`src/cdt_pkg.sv`:
```
package cdt_pkg;

  // ==========================================================
  // tap controller states (4-bit observable code)
  typedef enum logic [3:0] {
    CDT_TAP_EX2_DR   = 4'h0,
    CDT_TAP_EX1_DR   = 4'h1,
    CDT_TAP_SHIFT_DR = 4'h2,
    CDT_TAP_PAUSE_DR = 4'h3,
    CDT_TAP_SEL_IR   = 4'h4,
    CDT_TAP_UPD_DR   = 4'h5,
    CDT_TAP_CAP_DR   = 4'h6,
    CDT_TAP_SEL_DR   = 4'h7,
    CDT_TAP_EX2_IR   = 4'h8,
    CDT_TAP_EX1_IR   = 4'h9,
    CDT_TAP_SHIFT_IR = 4'hA,
    CDT_TAP_PAUSE_IR = 4'hB,
    CDT_TAP_IDLE     = 4'hC,
    CDT_TAP_UPD_IR   = 4'hD,
    CDT_TAP_CAP_IR   = 4'hE,
    CDT_TAP_RESET    = 4'hF
  } cdt_tap_state_t;

  // ==========================================================
  // instructions, chains, shift lengths
  localparam logic [3:0] CDT_IR_SCAN_N = 4'h2;
  localparam logic [3:0] CDT_IR_RESTART = 4'h4;
  localparam logic [3:0] CDT_IR_INTEST = 4'hC;
  localparam logic [3:0] CDT_IR_IDCODE = 4'hE;
  localparam logic [3:0] CDT_IR_BYPASS = 4'hF;
  localparam logic [3:0] CDT_IR_CAPTURE = 4'h1;
  localparam logic [4:0] CDT_CHAIN_RST = 5'h00;
  localparam logic [4:0] CDT_CHAIN_COMMS = 5'h02;
  localparam logic [4:0] CDT_CHAIN_EXT = 5'h03;
  localparam logic [5:0] CDT_LEN_BYPASS = 6'h01;
  localparam logic [5:0] CDT_LEN_SCAN_N = 6'h05;
  localparam logic [5:0] CDT_LEN_IDCODE = 6'h20;
  localparam logic [5:0] CDT_LEN_COMMS = 6'h21;
  localparam int CDT_DR_W = 33;
  localparam int CDT_COMMS_WR_BIT = 32;

  // ==========================================================
  // synchroniser lanes
  localparam int CDT_SYNC_W = 4;
  localparam int CDT_SI_TICK = 0;
  localparam int CDT_SI_TMS = 1;
  localparam int CDT_SI_TDI = 2;
  localparam int CDT_SI_EHR = 3;

  // ==========================================================
  // register map and fields
  localparam logic [11:0] CDT_OFF_CTRL = 12'h000;
  localparam logic [11:0] CDT_OFF_STATUS = 12'h004;
  localparam logic [11:0] CDT_OFF_TX = 12'h008;
  localparam logic [11:0] CDT_OFF_RX = 12'h00C;
  localparam logic [11:0] CDT_OFF_WP_BASE = 12'h010;
  localparam logic [11:0] CDT_OFF_WP_STRIDE = 12'h010;
  localparam logic [11:0] CDT_OFF_WP_ADDR = 12'h000;
  localparam logic [11:0] CDT_OFF_WP_MASK = 12'h004;
  localparam logic [11:0] CDT_OFF_WP_CTRL = 12'h008;
  localparam int CDT_CTRL_HALT = 1;
  localparam int CDT_STAT_HALTED = 0;
  localparam int CDT_STAT_RX_FULL = 1;
  localparam int CDT_STAT_TX_EMPTY = 2;
  localparam int CDT_STAT_TAP_LSB = 4;
  localparam int CDT_WPC_EN = 0;
  localparam int CDT_WPC_EXT_USE = 1;
  localparam int CDT_WPC_EXT_SEL = 2;
  localparam logic [1:0] CDT_CTRL_RST = 2'h0;

  // ==========================================================
  // carriers
  typedef struct packed {
    logic psel;
    logic penable;
    logic pwrite;
    logic [11:0] paddr;
    logic [31:0] pwdata;
  } cdt_apb_req_t;

  typedef struct packed {
    logic [31:0] prdata;
    logic pready;
    logic pslverr;
  } cdt_apb_rsp_t;

  typedef struct packed {
    logic fetch_done;
    logic pipe_advance;
    logic pipe_flush;
    logic exec_valid;
    logic exec_pass;
    logic data_req_done;
    logic [31:0] addr;
  } cdt_core_t;

endpackage

```
`src/cdt_top.sv`:
```
// Chosen here: the APB interface to the registers and the address map.
`timescale 1ns/1ps
module cdt_top #(
  parameter int NUM_WATCH = 2
) (
  // clock and resets
  input wire logic ref_clk_i,
  input wire logic rst_n_i,
  input wire logic debug_reset_n_i,
  // jtag side
  input wire logic debug_tick_enable_i,
  input wire logic debug_tms_i,
  input wire logic debug_tdi_i,
  output logic debug_tdo_o,
  output logic tdo_drive_enable_n_o,
  input wire logic [31:0] jtag_idcode_value_i,
  // observation
  output logic [3:0] tap_instr_observe_o,
  output logic [4:0] scan_chain_select_observe_o,
  output logic [3:0] tap_state_observe_o,
  // external scan chain
  output logic ext_chain_serial_out_o,
  input wire logic ext_chain_serial_return_i,
  // halt control
  input wire logic debug_features_enable_i,
  input wire logic external_halt_request_i,
  output logic internal_halt_request_o,
  output logic halted_ack_o,
  input wire logic external_instr_break_i,
  input wire logic external_data_watch_i,
  input wire logic [1:0] external_match_condition_i,
  // core pipeline
  input wire cdt_pkg::cdt_core_t core_i,
  output logic instr_executed_o,
  output logic [NUM_WATCH-1:0] watch_unit_match_o,
  // comms flags
  output logic comms_rx_full_o,
  output logic comms_tx_empty_o,
  // apb slave
  input wire cdt_pkg::cdt_apb_req_t apb_i,
  output cdt_pkg::cdt_apb_rsp_t apb_o
);

  // ==========================================================
  // state
  typedef struct packed {
    cdt_pkg::cdt_tap_state_t tap;
    logic [3:0] ir_sr;
    logic [3:0] ir;
    logic [4:0] chain;
    logic [cdt_pkg::CDT_DR_W-1:0] dr_sr;
    logic tdo;
    logic tdo_en_n;
    logic ext_out;
    logic [1:0] ctrl;
    logic [31:0] tx_data;
    logic tx_full;
    logic [31:0] rx_data;
    logic rx_full;
    logic dec_tag;
    logic exec_tag;
    logic halted;
    logic halt_req;
    logic exec_out;
    logic [NUM_WATCH-1:0][31:0] wp_addr;
    logic [NUM_WATCH-1:0][31:0] wp_mask;
    logic [NUM_WATCH-1:0][2:0] wp_ctrl;
    logic [NUM_WATCH-1:0] wp_hit;
    logic pready;
    logic pslverr;
    logic [31:0] prdata;
  } cdt_state_t;

  cdt_state_t q;
  cdt_state_t n;
  wire logic dbg_rst_n;
  logic [NUM_WATCH-1:0] wp_raw;
  logic [NUM_WATCH-1:0] wp_armed;

  // either reset clears the whole debug block
  assign dbg_rst_n = rst_n_i & debug_reset_n_i;

  // ==========================================================
  // tap transition
  function automatic cdt_pkg::cdt_tap_state_t tap_next(
    input cdt_pkg::cdt_tap_state_t st,
    input logic tms
  );
    case (st)
      cdt_pkg::CDT_TAP_RESET: tap_next = tms ? cdt_pkg::CDT_TAP_RESET : cdt_pkg::CDT_TAP_IDLE;
      cdt_pkg::CDT_TAP_IDLE: tap_next = tms ? cdt_pkg::CDT_TAP_SEL_DR : cdt_pkg::CDT_TAP_IDLE;
      cdt_pkg::CDT_TAP_SEL_DR: tap_next = tms ? cdt_pkg::CDT_TAP_SEL_IR : cdt_pkg::CDT_TAP_CAP_DR;
      cdt_pkg::CDT_TAP_CAP_DR: tap_next = tms ? cdt_pkg::CDT_TAP_EX1_DR : cdt_pkg::CDT_TAP_SHIFT_DR;
      cdt_pkg::CDT_TAP_SHIFT_DR: tap_next = tms ? cdt_pkg::CDT_TAP_EX1_DR : cdt_pkg::CDT_TAP_SHIFT_DR;
      cdt_pkg::CDT_TAP_EX1_DR: tap_next = tms ? cdt_pkg::CDT_TAP_UPD_DR : cdt_pkg::CDT_TAP_PAUSE_DR;
      cdt_pkg::CDT_TAP_PAUSE_DR: tap_next = tms ? cdt_pkg::CDT_TAP_EX2_DR : cdt_pkg::CDT_TAP_PAUSE_DR;
      cdt_pkg::CDT_TAP_EX2_DR: tap_next = tms ? cdt_pkg::CDT_TAP_UPD_DR : cdt_pkg::CDT_TAP_SHIFT_DR;
      cdt_pkg::CDT_TAP_UPD_DR: tap_next = tms ? cdt_pkg::CDT_TAP_SEL_DR : cdt_pkg::CDT_TAP_IDLE;
      cdt_pkg::CDT_TAP_SEL_IR: tap_next = tms ? cdt_pkg::CDT_TAP_RESET : cdt_pkg::CDT_TAP_CAP_IR;
      cdt_pkg::CDT_TAP_CAP_IR: tap_next = tms ? cdt_pkg::CDT_TAP_EX1_IR : cdt_pkg::CDT_TAP_SHIFT_IR;
      cdt_pkg::CDT_TAP_SHIFT_IR: tap_next = tms ? cdt_pkg::CDT_TAP_EX1_IR : cdt_pkg::CDT_TAP_SHIFT_IR;
      cdt_pkg::CDT_TAP_EX1_IR: tap_next = tms ? cdt_pkg::CDT_TAP_UPD_IR : cdt_pkg::CDT_TAP_PAUSE_IR;
      cdt_pkg::CDT_TAP_PAUSE_IR: tap_next = tms ? cdt_pkg::CDT_TAP_EX2_IR : cdt_pkg::CDT_TAP_PAUSE_IR;
      cdt_pkg::CDT_TAP_EX2_IR: tap_next = tms ? cdt_pkg::CDT_TAP_UPD_IR : cdt_pkg::CDT_TAP_SHIFT_IR;
      cdt_pkg::CDT_TAP_UPD_IR: tap_next = tms ? cdt_pkg::CDT_TAP_SEL_DR : cdt_pkg::CDT_TAP_IDLE;
      default: tap_next = cdt_pkg::CDT_TAP_RESET;
    endcase
  endfunction

  // ==========================================================
  // watch units
  for (genvar g = 0; g < NUM_WATCH; g++) begin : g_wp
    // ext condition is an extra qualifying term, never a match on its own
    assign wp_raw[g] = core_i.data_req_done
      && (((core_i.addr ^ q.wp_addr[g]) & ~q.wp_mask[g]) == 32'h0000_0000)
      && (!q.wp_ctrl[g][cdt_pkg::CDT_WPC_EXT_USE]
          || external_match_condition_i[q.wp_ctrl[g][cdt_pkg::CDT_WPC_EXT_SEL]]);
    assign wp_armed[g] = wp_raw[g] && q.wp_ctrl[g][cdt_pkg::CDT_WPC_EN];
  end

  // ==========================================================
  // next state
  always_comb begin
    logic tick;
    logic tms;
    logic tdi;
    logic [5:0] dr_len;
    logic ext_sel;
    logic setup;
    logic access;
    logic hit;
    logic [31:0] rd;
    logic [11:0] wbase;
    logic req_int;
    logic enter;
    tick = 1'b0;
    tms = 1'b0;
    tdi = 1'b0;
    dr_len = cdt_pkg::CDT_LEN_BYPASS;
    ext_sel = 1'b0;
    setup = 1'b0;
    access = 1'b0;
    hit = 1'b0;
    rd = 32'h0000_0000;
    wbase = 12'h000;
    req_int = 1'b0;
    enter = 1'b0;
    n = q;

    // debug pins come from the core clock domain; a filter would eat one-cycle ticks
    tick = debug_tick_enable_i;
    tms = debug_tms_i;
    tdi = debug_tdi_i;

    // data register selection by active instruction
    ext_sel = (q.ir == cdt_pkg::CDT_IR_INTEST) && (q.chain == cdt_pkg::CDT_CHAIN_EXT);
    case (q.ir)
      cdt_pkg::CDT_IR_SCAN_N: dr_len = cdt_pkg::CDT_LEN_SCAN_N;
      cdt_pkg::CDT_IR_IDCODE: dr_len = cdt_pkg::CDT_LEN_IDCODE;
      cdt_pkg::CDT_IR_INTEST: begin
        if (q.chain == cdt_pkg::CDT_CHAIN_COMMS) begin
          dr_len = cdt_pkg::CDT_LEN_COMMS;
        end
      end
      default: dr_len = cdt_pkg::CDT_LEN_BYPASS;
    endcase

    n.tdo_en_n = !((q.tap == cdt_pkg::CDT_TAP_SHIFT_DR)
                || (q.tap == cdt_pkg::CDT_TAP_SHIFT_IR));

    // ---------------- tap, only on qualified edges
    if (tick) begin
      n.tap = tap_next(q.tap, tms);
      case (q.tap)
        cdt_pkg::CDT_TAP_RESET: begin
          n.ir = cdt_pkg::CDT_IR_IDCODE;
        end
        cdt_pkg::CDT_TAP_CAP_IR: begin
          n.ir_sr = cdt_pkg::CDT_IR_CAPTURE;
        end
        cdt_pkg::CDT_TAP_SHIFT_IR: begin
          n.tdo = q.ir_sr[0];
          n.ir_sr = {tdi, q.ir_sr[3:1]};
        end
        cdt_pkg::CDT_TAP_UPD_IR: begin
          n.ir = q.ir_sr;
        end
        cdt_pkg::CDT_TAP_CAP_DR: begin
          n.dr_sr = '0;
          case (q.ir)
            cdt_pkg::CDT_IR_SCAN_N: n.dr_sr[4:0] = q.chain;
            cdt_pkg::CDT_IR_IDCODE: n.dr_sr[31:0] = jtag_idcode_value_i;
            cdt_pkg::CDT_IR_INTEST: n.dr_sr = {q.tx_full, q.tx_data};
            default: n.dr_sr = '0;
          endcase
        end
        cdt_pkg::CDT_TAP_SHIFT_DR: begin
          n.tdo = ext_sel ? ext_chain_serial_return_i : q.dr_sr[0];
          n.ext_out = tdi;
          n.dr_sr = q.dr_sr >> 1;
          n.dr_sr[dr_len - 6'h01] = tdi;
        end
        cdt_pkg::CDT_TAP_UPD_DR: begin
          if (q.ir == cdt_pkg::CDT_IR_SCAN_N) begin
            n.chain = q.dr_sr[4:0];
          end
          if ((q.ir == cdt_pkg::CDT_IR_INTEST) && (q.chain == cdt_pkg::CDT_CHAIN_COMMS)) begin
            if (q.dr_sr[cdt_pkg::CDT_COMMS_WR_BIT]) begin
              n.rx_data = q.dr_sr[31:0];
            end else begin
              n.tx_full = 1'b0;
            end
          end
        end
        default: begin
        end
      endcase
    end

    // ---------------- apb slave, one setup plus one access cycle
    setup = apb_i.psel && !apb_i.penable;
    access = apb_i.psel && apb_i.penable && q.pready;
    case (apb_i.paddr)
      cdt_pkg::CDT_OFF_CTRL: begin
        hit = 1'b1;
        rd[1:0] = q.ctrl;
      end
      cdt_pkg::CDT_OFF_STATUS: begin
        hit = 1'b1;
        rd[cdt_pkg::CDT_STAT_HALTED] = q.halted;
        rd[cdt_pkg::CDT_STAT_RX_FULL] = q.rx_full;
        rd[cdt_pkg::CDT_STAT_TX_EMPTY] = !q.tx_full;
        rd[cdt_pkg::CDT_STAT_TAP_LSB +: 4] = q.tap;
      end
      cdt_pkg::CDT_OFF_TX: begin
        hit = 1'b1;
        rd = q.tx_data;
      end
      cdt_pkg::CDT_OFF_RX: begin
        hit = 1'b1;
        rd = q.rx_data;
      end
      default: hit = 1'b0;
    endcase
    for (int i = 0; i < NUM_WATCH; i++) begin
      wbase = cdt_pkg::CDT_OFF_WP_BASE + cdt_pkg::CDT_OFF_WP_STRIDE * 12'(i);
      if (apb_i.paddr == wbase + cdt_pkg::CDT_OFF_WP_ADDR) begin
        hit = 1'b1;
        rd = q.wp_addr[i];
        if (access && apb_i.pwrite) begin
          n.wp_addr[i] = apb_i.pwdata;
        end
      end
      if (apb_i.paddr == wbase + cdt_pkg::CDT_OFF_WP_MASK) begin
        hit = 1'b1;
        rd = q.wp_mask[i];
        if (access && apb_i.pwrite) begin
          n.wp_mask[i] = apb_i.pwdata;
        end
      end
      if (apb_i.paddr == wbase + cdt_pkg::CDT_OFF_WP_CTRL) begin
        hit = 1'b1;
        rd[2:0] = q.wp_ctrl[i];
        if (access && apb_i.pwrite) begin
          n.wp_ctrl[i] = apb_i.pwdata[2:0];
        end
      end
    end
    n.pready = setup;
    n.pslverr = setup && !hit;
    n.prdata = (setup && hit && !apb_i.pwrite) ? rd : 32'h0000_0000;
    if (access && apb_i.pwrite && (apb_i.paddr == cdt_pkg::CDT_OFF_CTRL)) begin
      n.ctrl = apb_i.pwdata[1:0];
    end
    // core reads host data: clear first so a same-cycle host write wins
    if (access && !apb_i.pwrite && (apb_i.paddr == cdt_pkg::CDT_OFF_RX)) begin
      n.rx_full = 1'b0;
    end
    if (tick && (q.tap == cdt_pkg::CDT_TAP_UPD_DR) && (q.ir == cdt_pkg::CDT_IR_INTEST)
        && (q.chain == cdt_pkg::CDT_CHAIN_COMMS) && q.dr_sr[cdt_pkg::CDT_COMMS_WR_BIT]) begin
      n.rx_full = 1'b1;
    end
    // a full transmit buffer is not overwritten; the new word is dropped
    if (access && apb_i.pwrite && (apb_i.paddr == cdt_pkg::CDT_OFF_TX) && !q.tx_full) begin
      n.tx_data = apb_i.pwdata;
      n.tx_full = 1'b1;
    end

    // ---------------- halt logic
    req_int = external_halt_request_i | q.ctrl[cdt_pkg::CDT_CTRL_HALT];
    n.halt_req = req_int;
    if (core_i.pipe_flush) begin
      n.dec_tag = 1'b0;
      n.exec_tag = 1'b0;
    end else begin
      if (core_i.pipe_advance) begin
        n.exec_tag = q.dec_tag;
      end
      if (core_i.fetch_done) begin
        n.dec_tag = external_instr_break_i;
      end else if (core_i.pipe_advance) begin
        n.dec_tag = 1'b0;
      end
    end
    enter = req_int
         || (q.exec_tag && core_i.exec_valid && !core_i.pipe_flush)
         || (external_data_watch_i && core_i.data_req_done)
         || (|wp_armed);
    if (tick && (q.tap == cdt_pkg::CDT_TAP_IDLE) && (q.ir == cdt_pkg::CDT_IR_RESTART)) begin
      n.halted = 1'b0;
    end
    if (enter) begin
      n.halted = 1'b1;
    end
    if (!debug_features_enable_i) begin
      n.halted = 1'b0;
    end
    n.exec_out = core_i.exec_valid && core_i.exec_pass;
    n.wp_hit = wp_raw;
  end

  // ==========================================================
  // registers
  always_ff @(posedge ref_clk_i or negedge dbg_rst_n) begin
    if (!dbg_rst_n) begin
      q <= '0;
      q.tap <= cdt_pkg::CDT_TAP_RESET;
      q.ir <= cdt_pkg::CDT_IR_IDCODE;
      q.chain <= cdt_pkg::CDT_CHAIN_RST;
      q.ctrl <= cdt_pkg::CDT_CTRL_RST;
      q.tdo_en_n <= 1'b1;
    end else begin
      q <= n;
    end
  end

  assign debug_tdo_o = q.tdo;
  assign tdo_drive_enable_n_o = q.tdo_en_n;
  assign tap_instr_observe_o = q.ir;
  assign scan_chain_select_observe_o = q.chain;
  assign tap_state_observe_o = q.tap;
  assign ext_chain_serial_out_o = q.ext_out;
  assign internal_halt_request_o = q.halt_req;
  assign halted_ack_o = q.halted;
  assign instr_executed_o = q.exec_out;
  assign watch_unit_match_o = q.wp_hit;
  assign comms_rx_full_o = q.rx_full;
  assign comms_tx_empty_o = !q.tx_full;
  assign apb_o.prdata = q.prdata;
  assign apb_o.pready = q.pready;
  assign apb_o.pslverr = q.pslverr;
endmodule

```
`config.mk`:
```
export PLATFORM = sky130hd
export DESIGN_NAME = cdt_top
export DESIGN_NICKNAME = d
export VERILOG_FILES = /design/src/cdt_pkg.sv /design/src/cdt_top.sv
export SDC_FILE = /design/constraint.sdc
export NUM_CORES = 1
export LEC_CHECK = 0
export BUFFER_PORTS_ARGS = -buffer_cell sky130_fd_sc_hd__buf_2
export CAP_MARGIN = 10
export CORE_ASPECT_RATIO = 0.9
export CORE_UTILIZATION = 60
export DETAILED_ROUTE_END_ITERATION = 6
export PLACE_DENSITY = 0.84
export REMOVE_ABC_BUFFERS = 1
export SLEW_MARGIN = 20
export SYNTH_ARGS = -nofsm -noshare
export SYNTH_HDL_FRONTEND = slang
export SYNTH_SLANG_ARGS = --single-unit
```
`constraint.sdc`:
```
create_clock -name ref_clk_i -period 23.1 [get_ports ref_clk_i]
set_input_delay 4.62 -clock ref_clk_i [delete_from_list [all_inputs] [get_ports ref_clk_i]]
set_output_delay 4.62 -clock ref_clk_i [all_outputs]
set_load 0.005 [all_outputs]
```
== Word level (Yosys, flattened, before mapping) ==
Index checks and enable logic that the tools add are counted.
Operators by class
  $lt $le $gt $ge: 4
  multiplexer cells: 64
  eq/ne operators: 32
  $add $sub $neg: 1
  reduce and logical (&&, ||, !) cells: 78
  bitwise gates (word level): 8
Operators with widths (number)
  32-bit two-way mux: 6
  33-bit two-way mux: 3
  33-bit case mux with 2 select lines: 1
  32-bit bitwise AND: 2
  32-bit zero test: 2
  32-bit NOT: 2
  32-bit XOR: 2
  27-bit case mux with 2 select lines: 1
  24-bit case mux with 2 select lines: 1
  4-bit case mux with 12 select lines: 1
  4-bit == test, second input constant: 10
  12-bit by 5-bit == test with 1-bit output, second input constant: 3
  12-bit by 6-bit == test with 1-bit output, second input constant: 3
  33-bit bitwise mux: 1
  1-bit logical AND: 31
  1-bit two-way mux: 25
  12-bit by 4-bit == test with 1-bit output, second input constant: 2
  2-bit AND reduction: 11
  4-bit by 3-bit == test with 1-bit output, second input constant: 5
  3-bit two-way mux: 6
  6-bit case mux with 3 select lines: 1
  2-bit nonzero test: 9
  4-bit case mux with 2 select lines: 2
  5-bit case mux with 3 select lines: 1
  other kinds (30): 56
Word-level totals
  register bits: 296
  input port bits: 130
  output and inout bits: 57

== Depth between registers and ports, before layout ==
  depth after elaboration: 12
  depth in mapped cells: 10
  gate-level depth less buffers: 6

== Worst setup path before layout ==
OpenSTA, ideal clock, no wires.
  path kind: input -> register
  start: input port apb_i[41] in the netlist's numbering
  end: register q[100] in the netlist's numbering
  cell stages on the path: 7
  slack: 16.834 ns
  arrival time: 6.138 ns
  buffers on the path: 1
  library setup time: 0.127 ns
  path through: nor4_4 nand2_2 nor2_2 nand2_1 nor2_4 buf_6 mux2_1
Between the ends
  cells in the longest elaborated chain, start to end: 2
RTL lines
  from (decl): RTL line cdt_top.sv:40  | input wire cdt_pkg::cdt_apb_req_t apb_i,
  12-bit by 6-bit == test with 1-bit output: RTL line cdt_top.sv:254  | if (apb_i.paddr == wbase + cdt_pkg::CDT_OFF_WP_MASK) begin
  2-bit AND reduction (no source line)
  to (signal assigned): RTL line cdt_top.sv:333  | q <= n;
  to (decl): RTL line cdt_top.sv:74  | cdt_state_t q;
Every way passes these cells.
A chain may end at the register's enable or synchronous reset.

== Worst setup path after layout ==
  start: input port apb_i[41] in the netlist's numbering
  end: register q[218] in the netlist's numbering
Between the ends
  cells in the longest elaborated chain, start to end: 3
RTL lines
  12-bit by 4-bit == test with 1-bit output: RTL line cdt_top.sv:284  | if (access && apb_i.pwrite && (apb_i.paddr == cdt_pkg::CDT_OFF_TX) && !q.tx_full) begin
  1-bit logical AND (2 in a row): RTL line cdt_top.sv:284
Every way passes these cells.

==> flow_metrics.py <==
metrics = {
    "outcome": {
        "outcome": "finished, final reports clean",
    },
    "detailed_routing": {
        "ant_nets": 0,
        "wl_mm": 42.6,
        "vias": 11800,
        "route.detailed.drc": 0,
        "wl_per_cell_um": 24.1,
        "drt_iter0_markers": 1520,
        "drt_first_pass_iters": 7,
        "via_per_inst": 6.70,
    },
    "setup_path": {
        "path_class": "in -> reg",
        "critPathMaxFanout": 33,
        "arrival_ns": 7.91,
        "critical_path.cell_chain": "buf_2, nor4_4, and2_1, buf_4, and3_1, buf_4, nand3_2, mux2_1",
        "critPathLaunchType": "primary input",
        "reg2regPathDepth": 6,
        "critical_path.endpoint_type": "flip-flop",
        "cpPeakStageDelay_ns": 0.95,
        "crit_required_ns": 23.53,
        "crit_top_cell": "buf_4",
        "cp_slowest_cell": "nand3_2",
    },
    "power_and_ir_drop": {
        "p_leak_nw": 7.99,
        "ir_worst_vdd_mv": 0.0567,
        "finalPower_mw": 1.23,
        "powerDensity_nw_per_um2": 74.3,
    },
    "global_route": {
        "antenna_found_initial": 1,
        "grt_pass1_vias": 11400,
        "grt_max_degree": 83,
        "overflow": 0,
        "grt_use_total": 0.339,
        "grt_pass1_wl_mm": 65.6,
    },
    "timing": {
        "final-hold-violation-count": 0,
        "min_period_over_period": 0.324,
        "tns_ns": 0,
        "holdWs_ns": 0.499,
        "finalCriticalPeriod_ns": 7.49,
        "layout_setup_ws_ns": 15.61,
        "relSlewSlack": 0.248,
        "maxSlewViolCount": 0,
        "setup_viol": 0,
        "worst_pin_slew_ns": 1.13,
        "rsz0062_at_grt": "false",
        "max_freq_mhz": 134,
        "fin_skew_ns": 0.0202,
    },
    "die": {
        "die_area_um2": 25300,
        "die_w_um": 168,
        "start_util": 0.610,
        "die_h_um": 151,
        "io_pins": 187,
        "core_um2": 24300,
        "num_rows": 54,
    },
    "clocking": {
        "clock_sinks": 296,
        "h-tree-depth": 1,
        "cts_tree": "done",
        "cts_setup_buffers": 0,
        "cts_hold_buf": 0,
        "clk_pin_slew_ns": 0.06,
        "cts_resized": 0,
        "clock_path_buffers": 3,
        "cts_buffers": 30,
        "clkLatencyLatePin_ns": 0.56,
        "cts-root-buf": "clkbuf_16",
    },
    "layout": {
        "n_antenna_cell": 0,
        "drive_above_1_share": 0.228,
        "area_growth_pct": 11.5,
        "stdcell_count": 1766,
        "design_area_um2": 16500,
        "nNetsFinal": 1564,
        "utilization": 0.680,
    },
    "synth": {
        "synth_area_um2": 14800,
        "synth_flop_cell": "dfrtp_1",
        "synthArstFlopShare": 1.00,
        "yosys.area_share.xor_xnor": 0.0379,
        "ys_types": 63,
        "yosysMostFrequentCell": "dfrtp_1",
        "synth-simple-area-share": 0.0979,
        "synthAdderAreaFrac": 0,
        "synth_top_family_by_area": "multiplexers",
        "synth_common_cells": "288 x dfrtp_1, 162 x mux2_1, 141 x nand2_1, 88 x o21ai_0, 74 x nor2_1",
        "synth_seq_cells": 296,
        "synth_edf_count": 0,
        "ys_seq_area_frac": 0.501,
        "synth.avg_cell_area_um2": 11.1,
        "syn_inst": 1332,
        "yosysTopAreaCellShare": 0.487,
        "synth_compound_area_frac": 0.143,
        "synthTopCellsByArea": "dfrtp_1 49%, mux2_1 12%, xnor2_1 3.8%",
        "yosysTopAreaCell": "dfrtp_1",
        "muxShareOfSynthArea": 0.165,
        "yosysWarnings": 0,
    },
    "placed_design": {
        "pre_cts_slack_ns": 15.11,
        "place_inst": 1710,
        "gp_congestion": 0.906,
        "place_area_um2": 15500,
        "hpwl_mm": 27.6,
        "portBuffers": 186,
    },
    "min_path": {
        "hp-class": "reg -> reg",
        "min_path_cells": 1,
    },
    "job": {
        "cap_violations": 0,
    },
}
layer usage:
metal | track usage | vias to the layer above | part of all wire
met2 | 0.520 | 790 | 0.45
met4 | 0.128 | 2 | 0.033
met5 | 0 | - | 0.00031
met3 | 0.0742 | 115 | 0.11
li1 | - | 5025 | -
met1 | 0.476 | 5899 | 0.41
registers in the layout, summed over array words and instances, names as in the netlist, 2 cells and up:
register,flops
tap_state_observe_o,4
watch_unit_match_o,2
scan_chain_select_observe_o,5
q,240
tap_instr_observe_o,4
apb_o,34
logic make-up after synthesis:
family | after synthesis
AOI/OAI and AO/OA | 310
and+or+nand+nor | 301
xor gates and xnor gates | 64
DFF | 296
buffers and inverters | 144
muxes | 217
power by group:
group	switching (mW)	internal (mW)	total [mW]
Sequential	0.0389	0.553	0.592
Clock	0.205	0.276	0.481
Combinational	0.0965	0.0576	0.154
Total	0.340	0.886	1.23
placed cells by master (no fill, tap or decap), drive strengths merged, types with 3 or more instances in the layout:
cell    instances
a21o           25
a21oi          22
a221oi         31
a222oi         31
a22oi           6
a31oi          24
and2            7
buf           206
clkbuf         51
clkinv          5
dfrtp         288
dfstp           8
inv             8
mux2          211
mux2i           6
nand2         143
nand2b          8
nand3          19
nand3b          4
nor2           78
nor2b           3
nor3           10
nor4           11
nor4b           4
o21a            3
o21ai          91
o22ai          32
o31ai          30
or2             3
xnor2          64
critical path, delay by kind of cell:
| family | cells | cell delay, ns |
|---|---|---|
| buffers and inverters | 3 | 0.85 |
| muxes | 1 | 0.68 |
| and+or+nand+nor | 4 | 1.73 |
area by class of cell:
class	instances	area, µm²
Multi-Input combinational cell	892	6600
Sequential cell	296	7420
Clock inverter	5	40.0
Inverter	8	30.0
Fill cell	1712	7760
Tap cell	308	385
Timing Repair Buffer	206	1080
Clock buffer	51	941
final timing paths:
path                                                     from            endpoint  slack, ns
min reg2reg                                q[206]$_DFFE_PN0P_  q[206]$_DFFE_PN0P_       0.50
max reg2reg                tap_instr_observe_o[3]$_DFFE_PN1P_  q[183]$_DFFE_PN0P_      19.83
max in group asynchronous                             rst_n_i   q[99]$_DFFE_PN0P_      16.39
max                                                 apb_i[41]  q[218]$_DFFE_PN0P_      15.61
min in group asynchronous                     debug_reset_n_i  q[249]$_DFFE_PN0P_       4.32
min                                        q[206]$_DFFE_PN0P_  q[206]$_DFFE_PN0P_       0.50
No activity file was read; power rests on OpenSTA's default activity.
